<file path="src/irq_regs_map.svh">
// Register offsets, field positions, reset values and widths of the interrupt enable and priority block.
`ifndef IRQ_REGS_MAP_SVH
`define IRQ_REGS_MAP_SVH

`define ADDR_W 4
`define DATA_W 16

`define OFS_ENABLE_3 4'h0
`define OFS_ENABLE_4 4'h1
`define OFS_PRIORITY_0 4'h2
`define OFS_PRIORITY_1 4'h3
`define OFS_PRIORITY_2 4'h4
`define OFS_PRIORITY_3 4'h5
`define OFS_FLAGS_3 4'h6
`define OFS_FLAGS_4 4'h7

`define EN3_PWM_A_FAULT 15
`define EN3_ENCODER_EVENT 10
`define EN3_PWM_A_ERROR 9
`define EN4_PWM_B_FAULT 10
`define EN4_PWM_B_ERROR 9
`define EN4_SERIAL_ERROR 1

`define EN3_MASK 16'h8600
`define EN4_MASK 16'h0602
`define PRI0_MASK 16'h7777
`define PRI1_MASK 16'h7770
`define PRI2_MASK 16'h7777
`define PRI3_MASK 16'h0077

`define ENABLE_RESET 16'h0000
`define PRI0_RESET 16'h4444
`define PRI1_RESET 16'h4440
`define PRI2_RESET 16'h4444
`define PRI3_RESET 16'h0044

`define NUM_EN_SRC 6
`define NUM_PRI_SRC 14

`endif

</file>
<file path="src/irq_regs_pkg.sv">
// Types shared by the interrupt enable and priority block.
package irq_regs_pkg;
    typedef logic [2:0] prio_type;
    typedef logic [15:0] word_type;
    typedef enum {ACC_IDLE, ACC_READ_DONE} access_type;
endpackage

</file>
<file path="src/irq_gate.sv">
// One source's request gate: flag, enable and priority combined into a registered request.
`timescale 1ns/10ps
module irq_gate
    import irq_regs_pkg::*;
(
    // Clock and reset.
    input wire logic mclk_i,
    input wire logic sys_rst_i,
    // Source state.
    input wire logic flag_i,
    input wire logic enable_i,
    input wire irq_regs_pkg::prio_type prio_i,
    // Offered request.
    output logic req_o,
    output irq_regs_pkg::prio_type level_o
);
    // The level offered equals the field's binary value; zero keeps the source silent.
    always_ff @(posedge mclk_i)
    begin
        if (sys_rst_i)
        begin
            req_o <= 1'b0;
            level_o <= 3'h0;
        end
        else
        begin
            req_o <= flag_i && enable_i && (prio_i != 3'h0);
            level_o <= prio_i;
        end
    end

    a_gate_blocked: assert property (@(posedge mclk_i) disable iff (sys_rst_i)
        (prio_i == 3'h0 || !enable_i) |=> !req_o)
        else $error("Request offered from a disabled source.");
endmodule

</file>
<file path="src/irq_enable_priority_regs.sv">
// Interrupt enable and priority registers with flag capture and request gating.
// What this block does
// - Enable bit one passes, zero blocks request.
// - Enable bits read, write, reset zero.
// - Unimplemented bits always read zero.
// - Priority fields three bits; 111 level seven.
// - Code 001 level one; binary value level.
// - Priority 000 disables source entirely.
// - Enable three: bits 15, 10, 9.
// - Enable four: bits 10, 9, 1.
// - Priority zero: four fields at documented positions.
// - Priority one: three fields, low nibble unused.
// - Priority two: four fields at documented positions.
// - Priority three: bits 6-4 and 2-0.
// - Flag reads one after request occurred.
//
// The implementer's own choices: the strobed register port and the placing of the registers.
`timescale 1ns/10ps
`include "irq_regs_map.svh"
module irq_enable_priority_regs
    import irq_regs_pkg::*;
(
    // Clock and reset.
    input wire logic mclk_i,
    input wire logic sys_rst_i,
    // Register port.
    input wire logic [`ADDR_W-1:0] addr_i,
    input wire irq_regs_pkg::word_type wdata_i,
    input wire logic wr_i,
    input wire logic rd_i,
    output irq_regs_pkg::word_type rdata_o,
    // Peripheral request pulses: enable-register sources, then priority-register sources.
    input wire logic [`NUM_EN_SRC-1:0] en_src_req_i,
    input wire logic [`NUM_PRI_SRC-1:0] pri_src_req_i,
    // Per-source enable bits for the flags held elsewhere.
    output logic [`NUM_PRI_SRC-1:0] pri_src_enable_o,
    // Offered requests and their levels.
    output logic [`NUM_EN_SRC-1:0] en_src_irq_o,
    output logic [`NUM_PRI_SRC-1:0] pri_src_prio_nz_o,
    output logic [3*`NUM_PRI_SRC-1:0] pri_src_level_o
);
    import irq_regs_pkg::*;

    ////////////////////////////////////////////////////////////////////////////////
    // Storage.

    word_type enable_3;
    word_type enable_4;
    word_type priority_0;
    word_type priority_1;
    word_type priority_2;
    word_type priority_3;
    logic [`NUM_EN_SRC-1:0] flag;
    word_type next_rdata;
    logic [`NUM_EN_SRC-1:0] en_bits;
    logic [`NUM_EN_SRC-1:0] flag_clr;
    logic [`NUM_EN_SRC-1:0] gate_req;
    prio_type en_src_prio [`NUM_EN_SRC];
    logic [3*`NUM_PRI_SRC-1:0] all_levels;
    access_type acc_state;

    // Reads one three-bit field at a given low bit.
    function automatic prio_type field_at(input word_type w, input int lsb);
        field_at = 3'(w >> lsb);
    endfunction

    ////////////////////////////////////////////////////////////////////////////////
    // Enable register writes; masking keeps unimplemented bits at zero.

    always_ff @(posedge mclk_i)
    begin
        if (sys_rst_i)
        begin
            enable_3 <= `ENABLE_RESET;
            enable_4 <= `ENABLE_RESET;
        end
        else if (wr_i)
        begin
            if (addr_i == `OFS_ENABLE_3)
            begin
                enable_3 <= wdata_i & `EN3_MASK;
            end
            if (addr_i == `OFS_ENABLE_4)
            begin
                enable_4 <= wdata_i & `EN4_MASK;
            end
        end
    end

    ////////////////////////////////////////////////////////////////////////////////
    // Priority register writes; each field resets to mid level four.

    always_ff @(posedge mclk_i)
    begin
        if (sys_rst_i)
        begin
            priority_0 <= `PRI0_RESET;
            priority_1 <= `PRI1_RESET;
            priority_2 <= `PRI2_RESET;
            priority_3 <= `PRI3_RESET;
        end
        else if (wr_i)
        begin
            case (addr_i)
                `OFS_PRIORITY_0: priority_0 <= wdata_i & `PRI0_MASK;
                `OFS_PRIORITY_1: priority_1 <= wdata_i & `PRI1_MASK;
                `OFS_PRIORITY_2: priority_2 <= wdata_i & `PRI2_MASK;
                `OFS_PRIORITY_3: priority_3 <= wdata_i & `PRI3_MASK;
                default: ;
            endcase
        end
    end

    ////////////////////////////////////////////////////////////////////////////////
    // Flags for the six enable-register sources; a request in the clearing cycle wins.

    assign en_bits = {enable_3[`EN3_PWM_A_FAULT], enable_3[`EN3_ENCODER_EVENT], enable_3[`EN3_PWM_A_ERROR],
                      enable_4[`EN4_PWM_B_FAULT], enable_4[`EN4_PWM_B_ERROR], enable_4[`EN4_SERIAL_ERROR]};

    // Software writes zero to clear a flag; writing one has no effect.
    always_comb
    begin
        flag_clr = '0;
        if (wr_i && addr_i == `OFS_FLAGS_3)
        begin
            flag_clr[5:3] = ~{wdata_i[`EN3_PWM_A_FAULT], wdata_i[`EN3_ENCODER_EVENT], wdata_i[`EN3_PWM_A_ERROR]};
        end
        if (wr_i && addr_i == `OFS_FLAGS_4)
        begin
            flag_clr[2:0] = ~{wdata_i[`EN4_PWM_B_FAULT], wdata_i[`EN4_PWM_B_ERROR], wdata_i[`EN4_SERIAL_ERROR]};
        end
    end

    always_ff @(posedge mclk_i)
    begin
        if (sys_rst_i)
        begin
            flag <= '0;
        end
        else
        begin
            flag <= en_src_req_i | (flag & ~flag_clr);
        end
    end

    ////////////////////////////////////////////////////////////////////////////////
    // Gating. These six sources keep their priority fields elsewhere, so a fixed
    // nonzero level stands in for them here.

    generate
        for (genvar g = 0; g < `NUM_EN_SRC; g++)
        begin : gen_gate
            assign en_src_prio[g] = 3'h4;
            irq_gate u_gate (
                .mclk_i(mclk_i),
                .sys_rst_i(sys_rst_i),
                .flag_i(flag[g]),
                .enable_i(en_bits[g]),
                .prio_i(en_src_prio[g]),
                .req_o(gate_req[g]),
                .level_o()
            );
        end
    endgenerate

    always_ff @(posedge mclk_i)
    begin
        if (sys_rst_i)
        begin
            en_src_irq_o <= '0;
        end
        else
        begin
            en_src_irq_o <= gate_req;
        end
    end

    ////////////////////////////////////////////////////////////////////////////////
    // Priority field outputs for the fourteen prioritised sources, order timer_a first.

    assign all_levels = {field_at(priority_0, 12), field_at(priority_0, 8), field_at(priority_0, 4),
                         field_at(priority_0, 0), field_at(priority_1, 12), field_at(priority_1, 8),
                         field_at(priority_1, 4), field_at(priority_2, 12), field_at(priority_2, 8),
                         field_at(priority_2, 4), field_at(priority_2, 0), field_at(priority_3, 4),
                         field_at(priority_3, 0), 3'h0};

    always_ff @(posedge mclk_i)
    begin
        if (sys_rst_i)
        begin
            pri_src_level_o <= '0;
            pri_src_prio_nz_o <= '0;
            pri_src_enable_o <= '0;
        end
        else
        begin
            pri_src_level_o <= {all_levels[3*`NUM_PRI_SRC-1:3], 3'h0};
            for (int i = 0; i < `NUM_PRI_SRC; i++)
            begin
                pri_src_prio_nz_o[i] <= (all_levels[3*i +: 3] != 3'h0) && pri_src_req_i[i];
                pri_src_enable_o[i] <= (all_levels[3*i +: 3] != 3'h0);
            end
        end
    end

    ////////////////////////////////////////////////////////////////////////////////
    // Read path: data stand one cycle after the strobe; unmapped reads give zero.

    always_comb
    begin
        case (addr_i)
            `OFS_ENABLE_3: next_rdata = enable_3 & `EN3_MASK;
            `OFS_ENABLE_4: next_rdata = enable_4 & `EN4_MASK;
            `OFS_PRIORITY_0: next_rdata = priority_0 & `PRI0_MASK;
            `OFS_PRIORITY_1: next_rdata = priority_1 & `PRI1_MASK;
            `OFS_PRIORITY_2: next_rdata = priority_2 & `PRI2_MASK;
            `OFS_PRIORITY_3: next_rdata = priority_3 & `PRI3_MASK;
            `OFS_FLAGS_3: next_rdata = {flag[5], 4'h0, flag[4], flag[3], 9'h000};
            `OFS_FLAGS_4: next_rdata = {5'h00, flag[2], flag[1], 7'h00, flag[0], 1'b0};
            default: next_rdata = 16'h0000;
        endcase
    end

    always_ff @(posedge mclk_i)
    begin
        if (sys_rst_i)
        begin
            rdata_o <= 16'h0000;
            acc_state <= ACC_IDLE;
        end
        else
        begin
            rdata_o <= rd_i ? next_rdata : 16'h0000;
            case (acc_state)
                ACC_IDLE: acc_state <= rd_i ? ACC_READ_DONE : ACC_IDLE;
                ACC_READ_DONE: acc_state <= rd_i ? ACC_READ_DONE : ACC_IDLE;
                default: acc_state <= ACC_IDLE;
            endcase
        end
    end

    ////////////////////////////////////////////////////////////////////////////////
    // Checks.

    // Unimplemented enable bits can never be stored.
    a_enable_reserved_zero: assert property (@(posedge mclk_i) disable iff (sys_rst_i)
        ((enable_3 & ~`EN3_MASK) == 16'h0000) && ((enable_4 & ~`EN4_MASK) == 16'h0000))
        else $error("Unimplemented enable bit is set.");
    // A write to enable register 3 lands on the next edge.
    a_enable_write_lands: assert property (@(posedge mclk_i) disable iff (sys_rst_i)
        wr_i && addr_i == `OFS_ENABLE_3 |=> enable_3 == ($past(wdata_i) & `EN3_MASK))
        else $error("Enable register 3 write did not land.");
    // A write to enable register 4 lands on the next edge.
    a_enable4_write_lands: assert property (@(posedge mclk_i) disable iff (sys_rst_i)
        wr_i && addr_i == `OFS_ENABLE_4 |=> enable_4 == ($past(wdata_i) & `EN4_MASK))
        else $error("Enable register 4 write did not land.");
    // Priority register 3 keeps its upper bits and bit 3 clear on reads.
    a_prio3_reserved: assert property (@(posedge mclk_i) disable iff (sys_rst_i)
        rd_i && addr_i == `OFS_PRIORITY_3 |=> rdata_o[15:7] == 9'h000 && rdata_o[3] == 1'b0)
        else $error("Reserved priority bits read nonzero.");
    // Priority register 1 has no field in its low nibble.
    a_prio1_low_nibble: assert property (@(posedge mclk_i) disable iff (sys_rst_i)
        rd_i && addr_i == `OFS_PRIORITY_1 |=> rdata_o[3:0] == 4'h0)
        else $error("Priority register 1 low nibble reads nonzero.");
    // Priority register 0 reads back what it holds.
    a_read_returns: assert property (@(posedge mclk_i) disable iff (sys_rst_i)
        rd_i && addr_i == `OFS_PRIORITY_0 && !$past(wr_i) |=> rdata_o == $past(priority_0))
        else $error("Priority register 0 read mismatch.");
    // A request always sets its flag, even against a clearing write.
    a_flag_set_wins: assert property (@(posedge mclk_i) disable iff (sys_rst_i)
        en_src_req_i[0] |=> flag[0])
        else $error("Request lost against flag clear.");
    // Source 5, disabled for two cycles running, is not offered in the cycle after.
    a_irq_needs_enable: assert property (@(posedge mclk_i) disable iff (sys_rst_i)
        !en_bits[5] ##1 !en_bits[5] |=> !en_src_irq_o[5])
        else $error("Disabled source offered.");
    // A write to priority register 2 lands on the next edge.
    a_prio2_write: assert property (@(posedge mclk_i) disable iff (sys_rst_i)
        wr_i && addr_i == `OFS_PRIORITY_2 |=> priority_2 == ($past(wdata_i) & `PRI2_MASK))
        else $error("Priority register 2 write did not land.");
    // Read data stand only in cycles that follow a strobe cycle, so a slow poller cannot see stale values.
    a_read_stands_once: assert property (@(posedge mclk_i) disable iff (sys_rst_i)
        acc_state == ACC_IDLE |-> rdata_o == 16'h0000)
        else $error("Read data stood outside the cycle after the strobe.");
    // The first cycle after reset shows every enable bit cleared.
    a_enable_reset_zero: assert property (@(posedge mclk_i) disable iff (sys_rst_i)
        $past(sys_rst_i) |-> enable_3 == `ENABLE_RESET && enable_4 == `ENABLE_RESET)
        else $error("Enable bits not cleared by reset.");
    // Every implemented priority field leaves reset at mid level four.
    a_prio_reset_mid: assert property (@(posedge mclk_i) disable iff (sys_rst_i)
        $past(sys_rst_i) |-> priority_0 == `PRI0_RESET && priority_1 == `PRI1_RESET &&
        priority_2 == `PRI2_RESET && priority_3 == `PRI3_RESET)
        else $error("Priority fields not at default after reset.");
    // Enable register 3 reads back what it holds.
    a_enable3_readback: assert property (@(posedge mclk_i) disable iff (sys_rst_i)
        rd_i && addr_i == `OFS_ENABLE_3 |=> rdata_o == $past(enable_3))
        else $error("Enable register 3 read mismatch.");
    // Masking leaves every unimplemented priority bit clear.
    a_prio_reserved_zero: assert property (@(posedge mclk_i) disable iff (sys_rst_i)
        ((priority_0 & ~`PRI0_MASK) == 16'h0000) && ((priority_1 & ~`PRI1_MASK) == 16'h0000) &&
        ((priority_2 & ~`PRI2_MASK) == 16'h0000) && ((priority_3 & ~`PRI3_MASK) == 16'h0000))
        else $error("Unimplemented priority bit is set.");
    // Indices beyond the flag registers read as zero.
    a_unmapped_read_zero: assert property (@(posedge mclk_i) disable iff (sys_rst_i)
        rd_i && addr_i > `OFS_FLAGS_4 |=> rdata_o == 16'h0000)
        else $error("Unmapped index read nonzero.");
    // Flag reads keep every bit outside the six sources clear.
    a_flag_reserved_zero: assert property (@(posedge mclk_i) disable iff (sys_rst_i)
        rd_i && (addr_i == `OFS_FLAGS_3 || addr_i == `OFS_FLAGS_4) |=>
        (rdata_o & ~(`EN3_MASK | `EN4_MASK)) == 16'h0000)
        else $error("Unimplemented flag bit read nonzero.");
    // A write to priority register 0 lands on the next edge.
    a_prio0_write: assert property (@(posedge mclk_i) disable iff (sys_rst_i)
        wr_i && addr_i == `OFS_PRIORITY_0 |=> priority_0 == ($past(wdata_i) & `PRI0_MASK))
        else $error("Priority register 0 write did not land.");
    // A write to priority register 1 lands on the next edge.
    a_prio1_write: assert property (@(posedge mclk_i) disable iff (sys_rst_i)
        wr_i && addr_i == `OFS_PRIORITY_1 |=> priority_1 == ($past(wdata_i) & `PRI1_MASK))
        else $error("Priority register 1 write did not land.");
    // A write to priority register 3 lands on the next edge.
    a_prio3_write: assert property (@(posedge mclk_i) disable iff (sys_rst_i)
        wr_i && addr_i == `OFS_PRIORITY_3 |=> priority_3 == ($past(wdata_i) & `PRI3_MASK))
        else $error("Priority register 3 write did not land.");
    // Code 111 comes out as level seven.
    a_top_level_seven: assert property (@(posedge mclk_i) disable iff (sys_rst_i)
        priority_0[14:12] == 3'h7 |=> pri_src_level_o[41:39] == 3'h7)
        else $error("Code 111 not offered as level seven.");
    // Code 001 comes out as level one.
    a_level_one: assert property (@(posedge mclk_i) disable iff (sys_rst_i)
        priority_0[10:8] == 3'h1 |=> pri_src_level_o[38:36] == 3'h1)
        else $error("Code 001 not offered as level one.");
    // A zero field silences its source whatever it requests.
    a_zero_prio_silent: assert property (@(posedge mclk_i) disable iff (sys_rst_i)
        priority_0[6:4] == 3'h0 |=> !pri_src_prio_nz_o[11] && !pri_src_enable_o[11])
        else $error("Source with zero priority offered.");
    // A requesting source with a nonzero field is offered.
    a_offer_follows_req: assert property (@(posedge mclk_i) disable iff (sys_rst_i)
        pri_src_req_i[13] && priority_0[14:12] != 3'h0 |=> pri_src_prio_nz_o[13])
        else $error("Valid request not offered.");
    // A set flag with its enable reaches the output after the gate and output stages.
    a_en_irq_offered: assert property (@(posedge mclk_i) disable iff (sys_rst_i)
        flag[5] && en_bits[5] |-> ##2 en_src_irq_o[5])
        else $error("Enabled pending source not offered.");
    // Writing zero to a flag clears it when no request competes.
    a_flag_clear: assert property (@(posedge mclk_i) disable iff (sys_rst_i)
        wr_i && addr_i == `OFS_FLAGS_3 && !wdata_i[`EN3_PWM_A_FAULT] && !en_src_req_i[5] |=> !flag[5])
        else $error("Flag not cleared by a zero write.");
    // A flag stays set until software writes its register.
    a_flag_holds: assert property (@(posedge mclk_i) disable iff (sys_rst_i)
        flag[5] && !(wr_i && addr_i == `OFS_FLAGS_3) |=> flag[5])
        else $error("Flag dropped without a clearing write.");
    // A set flag reads as one at its position.
    a_flag3_read: assert property (@(posedge mclk_i) disable iff (sys_rst_i)
        rd_i && addr_i == `OFS_FLAGS_3 && flag[5] |=> rdata_o[`EN3_PWM_A_FAULT])
        else $error("Set flag read as zero.");
endmodule

</file>
<file path="config.mk">
export PLATFORM = sky130hd
export DESIGN_NAME = irq_enable_priority_regs
export DESIGN_NICKNAME = d
export VERILOG_FILES = /design/src/irq_regs_pkg.sv /design/src/irq_gate.sv /design/src/irq_enable_priority_regs.sv
export VERILOG_INCLUDE_DIRS = /design/src
export SDC_FILE = /design/constraint.sdc
export NUM_CORES = 1
export LEC_CHECK = 0
export BUFFER_PORTS_ARGS = -buffer_cell sky130_fd_sc_hd__buf_2
export CAP_MARGIN = 10
export CELL_PAD_IN_SITES_DETAIL_PLACEMENT = 0
export CELL_PAD_IN_SITES_GLOBAL_PLACEMENT = 1
export CORE_MARGIN = 3
export CORE_UTILIZATION = 43
export CTS_CLUSTER_SIZE = 12
export DETAILED_ROUTE_END_ITERATION = 16
export PLACE_DENSITY_LB_ADDON = 0.1
export SLEW_MARGIN = 20
export SYNTH_ARGS = -nofsm -noshare
export SYNTH_HDL_FRONTEND = slang
export SYNTH_HIERARCHICAL = 1
export SYNTH_SLANG_ARGS = --single-unit
</file>
<file path="constraint.sdc">
create_clock -name mclk_i -period 2.4 [get_ports mclk_i]
set_clock_uncertainty 0.2 [all_clocks]
set_input_delay 0.24 -clock mclk_i [delete_from_list [all_inputs] [get_ports mclk_i]]
set_output_delay 0.24 -clock mclk_i [all_outputs]
set_load 0.01 [all_outputs]
</file>
==> metrics.md <==
| Metric | Value |
|---|---|
| Synthesis warning total | 6 |
| Max Transition Viols Final | 0 |
| Worst hold margin | a little over 10 ps |
| Max Fclk | 512.2 MHz |
| Clk slew on worst S/H paths | 60 ps |
| Clock buffer count from CTS | 17 |
| Post-synthesis cell area | approximately 5000 um^2 |
| Critical path type | in2reg |
| CTS tree | built |
| Cts hold-fix bufs | 32 |
| PostCTS Resize Cnt | 0 |
| Die area | 12960 um^2 |
| First-pass GRT wire length | 20170 um |
| Post-DP HPWL | 8498 um |
| DRC violation count after routing | 0 |
| Height of the die | 113.8 um |
| DR WL/cell | around 15 um |
| Hold path endpoint | priority_0[14] |
| Tot GR Track Use | about 20% |
| GR Overflow Total | 0 |
| Arrival time worst endpoint | 2110 ps |
| Drt initial violations | about 250 |
| Slowest cell on the critical path | dlygate4sd3_1 |
| Cells after Synth | a little over 500 |
| Reg2reg setup slack | between 900 and 1000 ps |
| Layout Cells excl Fill | 824 |
| Worst EP required | 2550 ps |
| Mean Syn Cell Area | approximately 10 um^2 |
| Post-DRT Antenna Nets | 0 |
| Initial antenna violation count | 0 |
| N_diodes | 0 |
| Worst slew pin tran | 681.8 ps |
| Clock sink count | about 140 |
| Vias in the first global route | 4014 |
| Ports | 136 |
| PD cells | a little over 800 nW/um^2 |
| Worst-path fanout max | 28 |
| CTS Buffer Depth | 2 |
| H-tree Lvls | 4 |
| Total negative setup slack | 0 ps |
| Worst r2r path cells | 3 |
| Clock latency at the later pin of the worst-skew pair | 420 ps |
| Crit. End Element | flip-flop |
| Maxcap violations | 0 |
| Placed Area | 5733 um^2 |
| Critical Path Start Type | input pin |
| Dpl cells | 761 |
| Crit-path cells | buf_2 > or2b_1 > o31ai_1 > a21oi_1 > dlygate4sd3_1 |
| Max IR drop VDD | ~0.48 mV |
| Post-CTS Setup Bufs | 0 |
| Largest net degree at the start of global routing | 116 |
| Final Power | 5372 uW |
| Leakage Power | 0.002909 uW |
| CP top delay family | buffers and inverters |
| Final Cell Area | 6640 um^2 |
| Status | completed |
| Die width | 113.8 um |
| Reg-to-Reg End | flag[5] |
| Routability cong. | 0.8216 |
| Layout Nets | 716 |
| RSZ-0062 raised after global routing | no |
| Minimum clock period | 1952 ps |
| CP peak stage delay | around 570 ps |
| Core Area | 11080 um^2 |
| Via count | 4110 |
| Share of cells above drive strength 1 | between 20% and 30% |
| Max_slew headroom | between 50% and 60% |
| Row cnt | 38 |
| Final hold violations | 0 |
| WL final | between 10000 and 15000 um |
| Port bufs | 123 |
| Buf+Inv Stages, Crit Path | 2 |
| Launch point of the worst hold path | wdata_i[14] |
| 1st-pass router iterations | 4 |
| Initial Utilization | a little under half |
| Period utilisation layout | 81.35% |
| Origin of the critical flop-to-flop path | flag[5] |
| Hold Path Depth | 3 |
| Area Growth Syn to Fin | 32.77% |
| Hold crit path type | in2reg |
| Routed vias/inst | 4.988 |
| Root buf cell | clkbuf_16 |
| Setup violators final | 0 |
-- routing by layer --
| layer | track usage, % | up-vias | share of wire (%) |
|---|---|---|---|
| li1 | - | 2052 | - |
| met1 | 25.77 | 1905 | 45 |
| met2 | 32.23 | 134 | 47 |
| met3 | 4.987 | 19 | 6.1 |
| met4 | 9.026 | 0 | 1.9 |
| met5 | 0 | - | 0 |
-- worst reg2reg max path: cells and delay by family, from the launching register on --
family / cells / cell delay, ps
compound gates: 2 / 240
buf+inv: 1 / 570
flops: 1 / 350
-- power breakdown --
part	switching, uW	leakage, uW	total, uW	internal, uW
combinational	212	0.00146	373	161
clock	913	0.000296	2560	1650
sequential	27.2	0.00115	2430	2410
-- placed cells by master (no fill, tap or decap), types with 14 or more instances in the layout --
master / instances
clkbuf_16: 17
dfxtp_1: 141
and3_1: 14
and2_1: 14
nor3_1: 27
nor2_1: 22
buf_2: 122
nand3_1: 32
nor2b_1: 51
conb_1: 26
a21oi_1: 38
o21ai_0: 33
dlygate4sd3_1: 32
-- state kept, by name, indices dropped and copies added (netlist names), 6 cells and up --
name / cells
pri_src_level_o: 39
pri_src_enable_o: 13
pri_src_prio_nz_o: 13
rdata_o: 13
priority_0: 12
priority_2: 12
priority_1: 9
en_src_irq_o: 6
flag: 6
gen_gate.u_gate/req_o: 6
priority_3: 6
-- per-stage QoR --
stage          setup WS, ps  util [%]
6_report              447.5     59.94
5_1_grt               351.0     59.94
4_1_cts               515.4     59.94
3_5_place_dp          408.2     51.75
3_3_place_gp          425.7     51.75
2_1_floorplan         953.5         -
-- worst max-delay path by stage --
stage	start	endpoint	cells after the start
after floorplan	addr_i[0]	flag[0]	6
after global placement	addr_i[0]	priority_3[6]	4
after detailed placement	addr_i[0]	priority_3[2]	4
after CTS	addr_i[0]	flag[5]	5
after global routing	addr_i[0]	flag[5]	5
final	addr_i[0]	flag[5]	5
-- area by class of cell --
cell class / instances / area, um^2
repair buffers: 166 / 1033
flip-flops and latches: 141 / 2823
inverters: 7 / 26.28
multi-input cells: 339 / 1996
well taps: 140 / 175.2
clock inverters: 7 / 85.08
clock buffers: 24 / 501.7
fillers: 1031 / 4438
Power figures use the tool's default switching activity.
